`config.mk`:
```
export PLATFORM = sky130hd
export DESIGN_NAME = acw_top
export DESIGN_NICKNAME = d
export VERILOG_FILES = /design/src/hdl/acw_pkg.sv /design/src/hdl/acw_wd_if.sv /design/src/hdl/acw_timer.sv /design/src/hdl/acw_hall_check.sv /design/src/hdl/acw_top.sv
export VERILOG_INCLUDE_DIRS = /design/src /design/src/hdl
export SDC_FILE = /design/constraint.sdc
export NUM_CORES = 1
export LEC_CHECK = 0
export BUFFER_PORTS_ARGS = -buffer_cell sky130_fd_sc_hd__buf_2
export CELL_PAD_IN_SITES_DETAIL_PLACEMENT = 1
export CELL_PAD_IN_SITES_GLOBAL_PLACEMENT = 1
export CORE_MARGIN = 1.5
export CORE_UTILIZATION = 46
export DETAILED_ROUTE_END_ITERATION = 16
export GPL_ROUTABILITY_DRIVEN = 0
export MAX_ROUTING_LAYER = met4
export PLACE_DENSITY = 0.87
export SLEW_MARGIN = 20
export SYNTH_ARGS = -nofsm -noshare
export SYNTH_HDL_FRONTEND = slang
export SYNTH_SLANG_ARGS = --single-unit
```
`constraint.sdc`:
```
create_clock -name clk_i -period 3.63 [get_ports clk_i]
set_clock_uncertainty 0.15 [all_clocks]
set_input_delay 0.1815 -clock clk_i [delete_from_list [all_inputs] [get_ports clk_i]]
set_output_delay 0.1815 -clock clk_i [all_outputs]
set_load 0.01 [all_outputs]
```
`src/hdl/acw_cfg.svh`:
```
// constants of the self-clocked watchdog control block
// Notes on behaviour
// - restart bit write-only, reads zero, restarts
// - timeout with reset enable resets in RUN
// - reset enable settable once until reset
// - wake interrupt output asserted only in STOP mode; irq output also in RUN
// - cyclic check runs only when enabled
// - timeout flag set at period end
// - writing one clears flag, restarts period
// - writing zero to flag changes nothing
// - rate bit: one 10 ms, zero 20 ms
// - reset clears every control register bit
// - counter runs only when a function enabled
// - reset function suspends in STOP, resumes later
// - STOP with interrupt enable wakes each period
// - cyclic wake samples hall pins, wakes on high
`ifndef ACW_CFG_SVH
`define ACW_CFG_SVH

// register indices; byte address is four times the index
`define ACW_CTL_IDX 6'h0a
`define ACW_STAT_IDX 6'h0b
`define ACW_MASK_IDX 6'h0c
`define ACW_HALL_IDX 6'h0d

// watchdog_control fields
`define ACW_RATE_BIT 0
`define ACW_FLAG_BIT 1
`define ACW_CC_BIT 2
`define ACW_IE_BIT 3
`define ACW_RE_BIT 4
`define ACW_RESTART_BIT 5
`define ACW_CTL_RESET 8'h00

// interrupt status and mask fields
`define ACW_EV_TIMEOUT 0
`define ACW_EV_HALL 1
`define ACW_EV_W 2

// hall configuration fields: pin enables low, irq enables from bit 4
`define ACW_HALL_IRQ_LSB 4

// timing
`define ACW_CLK_HZ 25000000
`define ACW_FAST_MS 10
`define ACW_SLOW_MS 20
`define ACW_RST_PULSE_CYC 16
`define ACW_HALL_SETTLE_CYC 8

`endif

```
`src/hdl/acw_pkg.sv`:
```
// types shared by the watchdog control block
package acw_pkg;
  typedef logic [7:0] acw_byte_t;
  typedef enum logic [1:0] {
    ACW_CHK_IDLE = 2'b00,
    ACW_CHK_POWER = 2'b01,
    ACW_CHK_SAMPLE = 2'b11
  } acw_chk_e;
endpackage

```
`src/hdl/acw_wd_if.sv`:
```
// interface between control, timeout timer and cyclic checker
`timescale 1ns/1ns
`default_nettype none
interface acw_wd_if #(
  parameter int N = 3
);
  logic ce;
  logic run;
  logic restart;
  logic freeze;
  logic rate;
  logic tick;
  logic chk_start;
  logic [N-1:0] hall_en;
  logic wake;
  modport ctl (output ce, run, restart, freeze, rate, chk_start, hall_en,
               input tick, wake);
  modport tmr (input ce, run, restart, freeze, rate, output tick);
  modport chk (input ce, chk_start, hall_en, output wake);
endinterface
`default_nettype wire

```
`src/hdl/acw_timer.sv`:
```
// timeout period counter of the watchdog oscillator
`timescale 1ns/1ns
`default_nettype none
module acw_timer
  import acw_pkg::*;
#(
  parameter int CNT_W = 32,
  parameter int unsigned FAST_CYCLES = 250000,
  parameter int unsigned SLOW_CYCLES = 500000
) (
  input wire logic clk_i,
  input wire logic reset_n_i,
  acw_wd_if.tmr wd
);
  logic [CNT_W-1:0] cnt;
  logic [CNT_W-1:0] next_cnt;
  logic tick;
  logic next_tick;
  logic [CNT_W-1:0] end_val;

  always_comb begin
    end_val = wd.rate ? CNT_W'(FAST_CYCLES - 1) : CNT_W'(SLOW_CYCLES - 1);
    next_cnt = cnt;
    next_tick = 1'b0;
    if (!wd.run) begin
      next_cnt = '0;
    end else if (wd.restart) begin
      next_cnt = '0;
    end else if (wd.freeze) begin
      next_cnt = cnt;
    end else if (cnt >= end_val) begin
      // >= so a rate change to the shorter period cannot overshoot
      next_cnt = '0;
      next_tick = 1'b1;
    end else begin
      next_cnt = cnt + CNT_W'(1);
    end
  end

  always_ff @(posedge clk_i or negedge reset_n_i) begin
    if (!reset_n_i) begin
      cnt <= '0;
      tick <= 1'b0;
    end else if (wd.ce) begin
      cnt <= next_cnt;
      tick <= next_tick;
    end
  end

  assign wd.tick = tick;
endmodule
`default_nettype wire

```
`src/hdl/acw_hall_check.sv`:
```
// cyclic check: powers hall inputs, samples them and the analog input
`timescale 1ns/1ns
`default_nettype none
`include "acw_cfg.svh"
module acw_hall_check
  import acw_pkg::*;
#(
  parameter int N = 3,
  parameter int SETTLE = `ACW_HALL_SETTLE_CYC
) (
  input wire logic clk_i,
  input wire logic reset_n_i,
  input wire logic [N-1:0] hall_pin_i,
  output logic [N-1:0] hall_power_o,
  output logic analog_sample_o,
  acw_wd_if.chk wd
);
  acw_chk_e state;
  acw_chk_e next_state;
  logic [7:0] settle;
  logic [7:0] next_settle;
  logic [N-1:0] sync1;
  logic [N-1:0] sync2;
  logic wake;
  logic next_wake;
  logic [N-1:0] next_power;
  logic next_sample;

  always_comb begin
    next_state = state;
    next_settle = settle;
    next_wake = 1'b0;
    next_power = '0;
    next_sample = 1'b0;
    case (state)
      ACW_CHK_IDLE: begin
        if (wd.chk_start) begin
          next_state = ACW_CHK_POWER;
          next_settle = 8'(SETTLE - 1);
          next_power = wd.hall_en;
        end
      end
      ACW_CHK_POWER: begin
        next_power = wd.hall_en;
        if (settle == 8'h00) begin
          next_state = ACW_CHK_SAMPLE;
          next_sample = 1'b1;
        end else begin
          next_settle = settle - 8'h01;
        end
      end
      ACW_CHK_SAMPLE: begin
        next_state = ACW_CHK_IDLE;
        next_wake = |(sync2 & wd.hall_en);
      end
      default: begin
        next_state = ACW_CHK_IDLE;
      end
    endcase
  end

  always_ff @(posedge clk_i or negedge reset_n_i) begin
    if (!reset_n_i) begin
      state <= ACW_CHK_IDLE;
      settle <= 8'h00;
      sync1 <= '0;
      sync2 <= '0;
      wake <= 1'b0;
      hall_power_o <= '0;
      analog_sample_o <= 1'b0;
    end else if (wd.ce) begin
      state <= next_state;
      settle <= next_settle;
      sync1 <= hall_pin_i;
      sync2 <= sync1;
      wake <= next_wake;
      hall_power_o <= next_power;
      analog_sample_o <= next_sample;
    end
  end

  assign wd.wake = wake;
endmodule
`default_nettype wire

```
`src/hdl/acw_top.sv`:
```
// self-clocked watchdog: control register, Avalon-MM slave, reset/wake
//
// Implementation choice: register access over Avalon-MM.
`timescale 1ns/1ns
`default_nettype none
`include "acw_cfg.svh"
module acw_top
  import acw_pkg::*;
#(
  parameter int N = 3,
  parameter int unsigned FAST_CYCLES = `ACW_FAST_MS * (`ACW_CLK_HZ / 1000),
  parameter int unsigned SLOW_CYCLES = `ACW_SLOW_MS * (`ACW_CLK_HZ / 1000),
  parameter int RST_PULSE = `ACW_RST_PULSE_CYC
) (
  input wire logic clk_i,
  input wire logic reset_n_i,
  input wire logic ce_i,
  input wire logic [7:0] avs_address_i,
  input wire logic avs_read_i,
  input wire logic avs_write_i,
  input wire logic [31:0] avs_writedata_i,
  input wire logic [3:0] avs_byteenable_i,
  output logic [31:0] avs_readdata_o,
  output logic avs_waitrequest_o,
  input wire logic stop_mode_i,
  input wire logic [N-1:0] hall_pin_i,
  output logic [N-1:0] hall_power_o,
  output logic analog_sample_o,
  output logic wd_reset_n_o,
  output logic wake_irq_n_o,
  output logic irq_o
);
  function automatic logic acw_hit(input logic [7:0] addr,
                                   input logic [5:0] idx);
    acw_hit = (addr[7:2] == idx) && (addr[1:0] == 2'b00);
  endfunction

  acw_wd_if #(.N(N)) wd ();

  // control register fields
  logic rate;
  logic flag;
  logic cc;
  logic ie;
  logic re;
  logic next_rate;
  logic next_flag;
  logic next_cc;
  logic next_ie;
  logic next_re;
  // interrupt and hall configuration
  logic [`ACW_EV_W-1:0] stat;
  logic [`ACW_EV_W-1:0] mask;
  logic [`ACW_EV_W-1:0] next_stat;
  logic [`ACW_EV_W-1:0] next_mask;
  logic [N-1:0] pin_en;
  logic [N-1:0] pin_irq_en;
  logic [N-1:0] next_pin_en;
  logic [N-1:0] next_pin_irq_en;
  logic hall_hit;
  logic next_hall_hit;
  // reset pulse and interrupt outputs
  logic [7:0] rst_cnt;
  logic [7:0] next_rst_cnt;
  logic next_wd_reset_n;
  logic next_wake_irq_n;
  logic next_irq;
  // bus
  logic next_wait;
  logic [31:0] next_rdata;
  logic req;
  logic acc;
  logic wr_acc;
  logic rd_acc;
  logic ctl_wr;
  logic restart;
  logic flag_clr;
  acw_byte_t ctl_rd;
  acw_byte_t wbyte;

  always_comb begin
    req = avs_read_i | avs_write_i;
    // a request is taken on the edge where waitrequest is already low
    acc = req & ~avs_waitrequest_o;
    wr_acc = acc & avs_write_i & avs_byteenable_i[0];
    rd_acc = acc & avs_read_i;
    wbyte = avs_writedata_i[7:0];
    ctl_wr = wr_acc & acw_hit(avs_address_i, `ACW_CTL_IDX);
    restart = ctl_wr & wbyte[`ACW_RESTART_BIT];
    flag_clr = ctl_wr & wbyte[`ACW_FLAG_BIT];

    next_rate = ctl_wr ? wbyte[`ACW_RATE_BIT] : rate;
    next_cc = ctl_wr ? wbyte[`ACW_CC_BIT] : cc;
    next_ie = ctl_wr ? wbyte[`ACW_IE_BIT] : ie;
    // once set it sticks until reset; a zero write cannot clear it
    next_re = re | (ctl_wr & wbyte[`ACW_RE_BIT]);
    // a timeout in the same cycle as the clear keeps the flag set
    if (wd.tick) begin
      next_flag = 1'b1;
    end else if (flag_clr) begin
      next_flag = 1'b0;
    end else begin
      next_flag = flag;
    end

    next_mask = mask;
    next_pin_en = pin_en;
    next_pin_irq_en = pin_irq_en;
    if (wr_acc && acw_hit(avs_address_i, `ACW_MASK_IDX)) begin
      next_mask = wbyte[`ACW_EV_W-1:0];
    end else if (wr_acc && acw_hit(avs_address_i, `ACW_HALL_IDX)) begin
      next_pin_en = wbyte[N-1:0];
      next_pin_irq_en = wbyte[`ACW_HALL_IRQ_LSB +: N];
    end

    next_stat = stat;
    if (rd_acc && acw_hit(avs_address_i, `ACW_STAT_IDX)) begin
      next_stat = '0;
    end
    next_stat[`ACW_EV_TIMEOUT] = next_stat[`ACW_EV_TIMEOUT] | wd.tick;
    next_stat[`ACW_EV_HALL] = next_stat[`ACW_EV_HALL] | wd.wake;
    next_irq = |(next_stat & next_mask);

    // a hall wake holds until the system is back in RUN mode
    if (wd.wake) begin
      next_hall_hit = 1'b1;
    end else if (!stop_mode_i) begin
      next_hall_hit = 1'b0;
    end else begin
      next_hall_hit = hall_hit;
    end
    next_wake_irq_n = ~(stop_mode_i &
                        ((ie & next_flag) | next_hall_hit));

    next_rst_cnt = rst_cnt;
    if (wd.tick && re && !stop_mode_i) begin
      next_rst_cnt = 8'(RST_PULSE);
    end else if (rst_cnt != 8'h00) begin
      next_rst_cnt = rst_cnt - 8'h01;
    end
    next_wd_reset_n = (next_rst_cnt == 8'h00);

    // one wait cycle, then the answer for one cycle
    next_wait = ~(req & avs_waitrequest_o);
    ctl_rd = 8'h00;
    ctl_rd[`ACW_RATE_BIT] = rate;
    ctl_rd[`ACW_FLAG_BIT] = flag;
    ctl_rd[`ACW_CC_BIT] = cc;
    ctl_rd[`ACW_IE_BIT] = ie;
    ctl_rd[`ACW_RE_BIT] = re;
    next_rdata = 32'h0000_0000;
    if (acw_hit(avs_address_i, `ACW_CTL_IDX)) begin
      next_rdata[7:0] = ctl_rd;
    end else if (acw_hit(avs_address_i, `ACW_STAT_IDX)) begin
      next_rdata[`ACW_EV_W-1:0] = next_stat;
    end else if (acw_hit(avs_address_i, `ACW_MASK_IDX)) begin
      next_rdata[`ACW_EV_W-1:0] = mask;
    end else if (acw_hit(avs_address_i, `ACW_HALL_IDX)) begin
      next_rdata[N-1:0] = pin_en;
      next_rdata[`ACW_HALL_IRQ_LSB +: N] = pin_irq_en;
    end
    if (!(avs_read_i && avs_waitrequest_o)) begin
      next_rdata = avs_readdata_o;
    end
  end

  // timer and checker steering
  assign wd.ce = ce_i;
  assign wd.run = ie | re | cc;
  assign wd.restart = restart | flag_clr;
  // in STOP only the reset function is enabled: hold the count
  assign wd.freeze = stop_mode_i & ~ie & ~cc;
  assign wd.rate = rate;
  assign wd.chk_start = wd.tick & stop_mode_i & cc;
  assign wd.hall_en = pin_en & pin_irq_en;

  always_ff @(posedge clk_i or negedge reset_n_i) begin
    if (!reset_n_i) begin
      rate <= 1'(`ACW_CTL_RESET >> `ACW_RATE_BIT);
      flag <= 1'(`ACW_CTL_RESET >> `ACW_FLAG_BIT);
      cc <= 1'(`ACW_CTL_RESET >> `ACW_CC_BIT);
      ie <= 1'(`ACW_CTL_RESET >> `ACW_IE_BIT);
      re <= 1'(`ACW_CTL_RESET >> `ACW_RE_BIT);
      stat <= '0;
      mask <= '0;
      pin_en <= '0;
      pin_irq_en <= '0;
      hall_hit <= 1'b0;
      rst_cnt <= 8'h00;
      wd_reset_n_o <= 1'b1;
      wake_irq_n_o <= 1'b1;
      irq_o <= 1'b0;
      avs_waitrequest_o <= 1'b1;
      avs_readdata_o <= 32'h0000_0000;
    end else if (ce_i) begin
      rate <= next_rate;
      flag <= next_flag;
      cc <= next_cc;
      ie <= next_ie;
      re <= next_re;
      stat <= next_stat;
      mask <= next_mask;
      pin_en <= next_pin_en;
      pin_irq_en <= next_pin_irq_en;
      hall_hit <= next_hall_hit;
      rst_cnt <= next_rst_cnt;
      wd_reset_n_o <= next_wd_reset_n;
      wake_irq_n_o <= next_wake_irq_n;
      irq_o <= next_irq;
      avs_waitrequest_o <= next_wait;
      avs_readdata_o <= next_rdata;
    end
  end

  acw_timer #(
    .CNT_W(32),
    .FAST_CYCLES(FAST_CYCLES),
    .SLOW_CYCLES(SLOW_CYCLES)
  ) u_timer (
    .clk_i(clk_i),
    .reset_n_i(reset_n_i),
    .wd(wd.tmr)
  );

  acw_hall_check #(
    .N(N),
    .SETTLE(`ACW_HALL_SETTLE_CYC)
  ) u_check (
    .clk_i(clk_i),
    .reset_n_i(reset_n_i),
    .hall_pin_i(hall_pin_i),
    .hall_power_o(hall_power_o),
    .analog_sample_o(analog_sample_o),
    .wd(wd.chk)
  );
endmodule
`default_nettype wire

```
### Word level (Yosys, flattened, before mapping)

Index checks and enable logic that the tools add are counted.

| storage, ports and cells | value |
|---|---|
| bits in registers | 89 |
| output and inout bits | 40 |
| bits of input ports | 53 |

| operators by class | value |
|---|---|
| reductions and logical operators | 25 |
| bitwise operators | 32 |
| equal/unequal tests | 10 |
| $add $sub $neg | 3 |
| multiplexer cells | 39 |
| order comparisons | 1 |

Operators by type and width:

| kind | count |
|---|---|
| 32-bit 2-to-1 mux | 4 |
| 32-bit by 1-bit adder with 32-bit output, second input constant | 1 |
| 32-bit >= comparator | 1 |
| 8-bit 2-to-1 mux | 4 |
| 6-bit by 4-bit equality test with 1-bit output, second input constant | 4 |
| 3-bit 2-to-1 mux | 7 |
| 19-bit 2-to-1 mux | 1 |
| 8-bit logical NOT | 2 |
| 8-bit case mux with 2 select lines | 1 |
| 8-bit by 1-bit subtractor with 8-bit output, second input constant | 2 |
| 1-bit bitwise AND | 15 |
| 1-bit 2-to-1 mux | 14 |
| 2-bit 2-to-1 mux | 6 |
| 1-bit logical AND | 10 |
| 1-bit OR | 8 |
| 8-bit nonzero test | 1 |
| 3-bit bitwise AND | 2 |
| 1-bit inverter | 6 |
| 3-bit case mux with 2 select lines | 1 |
| 2-bit AND reduction | 3 |
| 3-bit AND reduction | 2 |
| 2-bit logical NOT | 2 |
| 2-bit by 1-bit inequality test with 1-bit output, second input constant | 2 |
| 2-bit case mux with 2 select lines | 1 |
| 10 further kinds | 10 |

### Logic depth before layout (Yosys ltp)

| depth | value |
|---|---|
| depth in word-level cells | 12 |
| mapped depth | 9 |
| depth with buffers taken out | 7 |

### Modules after synthesis

Synthesis repeated with hierarchy kept, for this count alone.

| second synthesis, totals | value |
|---|---|
| cells, all modules | 496 |
| area total of the unflattened synthesis | 5108.6 µm² |

By module, submodules not included:

| module | cells an instance | times used | area an instance (µm²) |
|---|---|---|---|
| acw_top | 230 | 1 | 2258.4 |
| acw_timer | 169 | 1 | 1815.5 |
| acw_hall_check | 97 | 1 | 1034.7 |

### Worst setup path after synthesis

No wires, ideal clock.

| timing | value |
|---|---|
| path type | flip-flop to flip-flop |
| start point | register rate |
| end point | register u_timer.cnt[8] |
| stages on the path, launching flop included | 9 |
| arrival | 2.195 ns |
| setup slack | 1.164 ns |
| path buffers | 1 |
| clock period less this slack | 2.466 ns |
| path through | dfrtp_1 inv_1 ha_1 and4bb_1 a221oi_4 o41ai_2 nor4_2 buf_6 a22o_1 |

| on the way | value |
|---|---|
| cells in the longest elaborated chain, start to end | 6 |

RTL lines:

| item | line | source |
|---|---|---|
| start, declared | acw_top.sv:41 | `logic rate;` |
| start signal, assigned | acw_top.sv:179 | `` rate <= 1'(`ACW_CTL_RESET >> `ACW_RATE_BIT); `` |
| start signal, assigned | acw_top.sv:196 | `rate <= next_rate;` |
| 19-bit 2-to-1 mux | acw_timer.sv:22 | `end_val = wd.rate ? CNT_W'(FAST_CYCLES - 1) : CNT_W'(SLOW_CYCLES - 1);` |
| 32-bit >= comparator | acw_timer.sv:31 | `end else if (cnt >= end_val) begin` |
| 32-bit 2-to-1 mux | acw_timer.sv:31 |  |
| 32-bit 2-to-1 mux | acw_timer.sv:29 | `end else if (wd.freeze) begin` |
| 32-bit 2-to-1 mux | acw_timer.sv:27 | `end else if (wd.restart) begin` |
| 32-bit 2-to-1 mux | acw_timer.sv:25 | `if (!wd.run) begin` |
| end signal, assigned | acw_timer.sv:45 | `cnt <= next_cnt;` |
| end, declared | acw_timer.sv:15 | `logic [CNT_W-1:0] cnt;` |

No other way between the ends. The select of a mux whose other input is x is not followed.
A chain may end at the register's enable or synchronous reset.

### Worst setup path in the final report

| timing | value |
|---|---|
| start point | register u_timer.cnt[7] |
| end point | register u_timer.cnt[8] |

| on the way | value |
|---|---|
| cells in the longest elaborated chain, start to end | 5 |
| elaborated cells between the ends (all ways) | 6 |

RTL lines:

| item | line |
|---|---|
| 32-bit by 1-bit adder with 32-bit output / 32-bit >= comparator (equally long branches) | acw_timer.sv:36, acw_timer.sv:31 |
| 32-bit 2-to-1 mux * | acw_timer.sv:31 |
| 32-bit 2-to-1 mux * | acw_timer.sv:29 |
| 32-bit 2-to-1 mux * | acw_timer.sv:27 |
| 32-bit 2-to-1 mux * | acw_timer.sv:25 |

Every way passes the cells marked *; elsewhere a longest branch is shown, timed or not. The select of a mux whose other input is x is not followed.

==> summary.txt <==
Drt
  – DRT iter0 DRCs: 238
  – Routed Antenna Nets: 0
  – Drt via density: 6.072
  – Vias: 4190
  – 1st-pass router iterations: 4
  – Wire length per cell: 19.02 um
  – Drt drc: 0
  – Total Wirelength: 13130 um

Timing
  – Final worst-path cycle share: 75.60%
  – Post-layout min period: 2.744 ns
  – RSZ-0062 raised after global routing: no
  – Max frequency: 364.4 MHz
  – Setup TNS: 0 ns
  – Final Max Slew Viols: 0
  – Hold slack final: 0.1626 ns
  – Worst Tran Pin Value: 0.9522 ns
  – Slew headroom: 35.94%
  – Fin. Hold Viols: 0
  – Final number of setup-violating endpoints: 0
  – Setup slack after layout: 0.8858 ns

Clocking
  – Clock sink count: 89
  – Clock slew at reported path FFs: 0.09 ns
  – Clk Tree Root Cell: clkbuf_8
  – H-tree depth: 3
  – CTS tree: yes
  – Clock Latency Late Sink: 0.38 ns
  – Cts bufs inserted: 9
  – Cts repair resizes: 0
  – Clock Tree Buf Depth: 2

Floorplanning
  – Die height: 106.6 um
  – CORE AREA: 10370 sq um
  – Starting Density: 47.56%
  – Num ports: 93
  – DIE WIDTH: 106.6 um
  – Die area: 11350 sq um
  – Rows: 37

Global route
  – Grt ovf: 0
  – Wire length of the first global-routing pass: 22310 um
  – Initial antenna violation count: 0
  – Vias in the first global route: 4414
  – Largest net degree at the start of global routing: 75
  – Total GRT Usage: 25.82%

Run
  – Max Cap Viol: 0

Place
  – Placed cell areas: 5171 sq um
  – Detailed placer's ending HPWL: 9005 um
  – Port bufs: 39
  – Post-Place Worst Slack: 0.9443 ns

Yosys
  – Post-synthesis sequential area ratio: 45.23%
  – Post-synth EDFFs: 0
  – Share of synthesized registers carrying an async set or reset: 100.0%
  – Most used DFF post-synth: dfrtp_1
  – Yosys reg bits: 89
  – Area leader, netlist: dfrtp_1
  – Netlist Area Pre-Place: 4932 sq um
  – Synth top area share: 43.63%
  – Syn Inst Count: 497
  – Netlist cell types: 68
  – Synth Warn #: 0
  – Synth top area cells: dfrtp_1, buf_4, mux2_2, ha_1, nor2_1
  – Syn Area/Cell: 9.924 sq um

Critical path
  – Crit path DAT: 2.86 ns
  – Crit end category: flip-flop
  – Startpoint types: flip-flop
  – Worst Setup SP: u_timer.cnt[7]
  – CP Class: flip-flop to flip-flop
  – Reg2reg start: u_timer.cnt[7]
  – Critical Path RT: 3.74 ns
  – Critical path peak fanout: 8

Power
  – Clock power share: 39.0%
  – Power per cell area: 358.4 nW/um^2
  – Logic pwr share: 8.6%
  – Net Switching: 0.5061 mW
  – Sw Share: 25.51%
  – Seq pwr share: 52.4%
  – Pwr Total: 1.984 mW
  – P_int: 1.478 mW
  – Leak: 2.549 nW
  – Worst VDD drop: 0.3158 mV

Cells and area
  – Final #Nets: 614
  – Layout area overhead: 12.25%
  – Final Cell Area: 5537 sq um
  – Layout cell share with drive strength beyond 1: 16.97%
  – Diodes inserted: 0
  – Filler cell count in the final layout: 1233

Outcome
  – Status: complete, no violations

Min path
  – Hold Startpoint: avs_address_i[7]
  – Min-delay worst type: primary input to flip-flop
## per-stage QoR
stage / cells / util, %
floorplan: 521 / -
CTS: 690 / 53.39
global placement: 660 / 49.87
detailed placement: 660 / 49.87
finish: 690 / 53.39
global route: 690 / 53.39
## path summary, 6_finish.rpt
path / cells past startpoint / to / slack (ns)
setup / recovery: 7 / u_timer.cnt[8] / 0.89
hold / removal: 5 / flag / 0.16
setup reg to reg: 7 / u_timer.cnt[8] / 0.89
hold reg to reg: 2 / avs_readdata_o[3] / 0.33
max in group asynchronous: 3 / u_timer.cnt[1] / 2.18
min in group asynchronous: 2 / avs_readdata_o[1] / 0.34
## cell usage in the layout (no fill, tap or decap), types with 6 or more instances in the layout
cell type	instances
a21o_1	6
a21oi_1	18
a22o_1	12
a31oi_1	6
a41o_1	7
a41oi_1	8
and2_1	12
buf_2	38
buf_4	11
clkbuf_8	9
conb_1	25
dfrtp_1	86
dlygate4sd3_1	14
ha_1	12
inv_1	10
mux2_2	16
nand2_1	34
nand2b_1	7
nand3_1	28
nand4_1	11
nor2_1	40
nor3_1	10
nor4_1	11
o21ai_0	23
## Yosys cell counts (all sizes together), types with 11 or more instances
cell type	number
nand3	28
nor2	40
nor4	13
a22o	12
dfrtp	86
nand4	11
clkbuf	11
mux2	16
nand2	34
o21ai	25
ha	12
a21oi	18
and2	12
buf	35
## power by group through the flow
stage          logic, mW  registers [mW]  clock network, mW
6_report           0.172            1.04              0.774
5_1_grt            0.190            1.04              0.839
4_1_cts            0.168            1.04              0.798
3_5_place_dp       0.156            1.06                  0
3_3_place_gp       0.150            1.06                  0
2_1_floorplan      0.103            1.06                  0
## cell type report
cell class | instances | area, sq um | area share, %
Clock buffer | 9 | 123.9 | 2.237
Timing Repair Buffer | 63 | 412.9 | 7.458
Clock inverter | 7 | 101.3 | 1.831
Multi-Input combinational cell | 376 | 2460 | 44.43
Sequential cell | 89 | 2231 | 40.29
Tap cell | 136 | 170.2 | 3.073
Inverter | 10 | 37.54 | 0.6780
## state kept, by name, indices dropped and copies added (netlist names), 2 cells and up
name                  flops
mask                      2
pin_en                    3
u_check.sync1             3
u_check.hall_power_o      3
pin_irq_en                3
avs_readdata_o            7
u_check.settle            8
u_check.sync2             3
u_check.state             2
rst_cnt                   8
stat                      2
u_timer.cnt              32
## what timing repair did
item                      CTS  global route
hold endpoints to repair   86             0
buffers inserted            0             0
hold buffers               14             0
## worst max-delay path: stages, from the launching register on
cell	delay, ns
dfrtp_1	0.46
ha_1	0.36
and4bb_1	0.27
a221oi_4	0.09
o41ai_2	0.76
nor4_2	0.13
buf_4	0.21
a22o_1	0.21
## routing by layer
metal,vias up,routed length [um],global-route usage (%)
met5,-,0,-
met4,0,200,6.857
li1,1923,-,-
met1,2162,5702,30.66
met2,90,6797,44.38
met3,15,425,5.825
## logic make-up after synthesis
logic type / Yosys count / synth area share, %
simple gates: 197 / 22.10
fa+ha+maj: 12 / 3.044
xor+xnor: 4 / 0.7102
buf+inv: 56 / 6.723
compound gates: 120 / 18.06
other cells: 1 / 0.07603
mux: 18 / 4.059
flops: 89 / 45.23
Note: power is estimated with default switching activity, not from simulation.
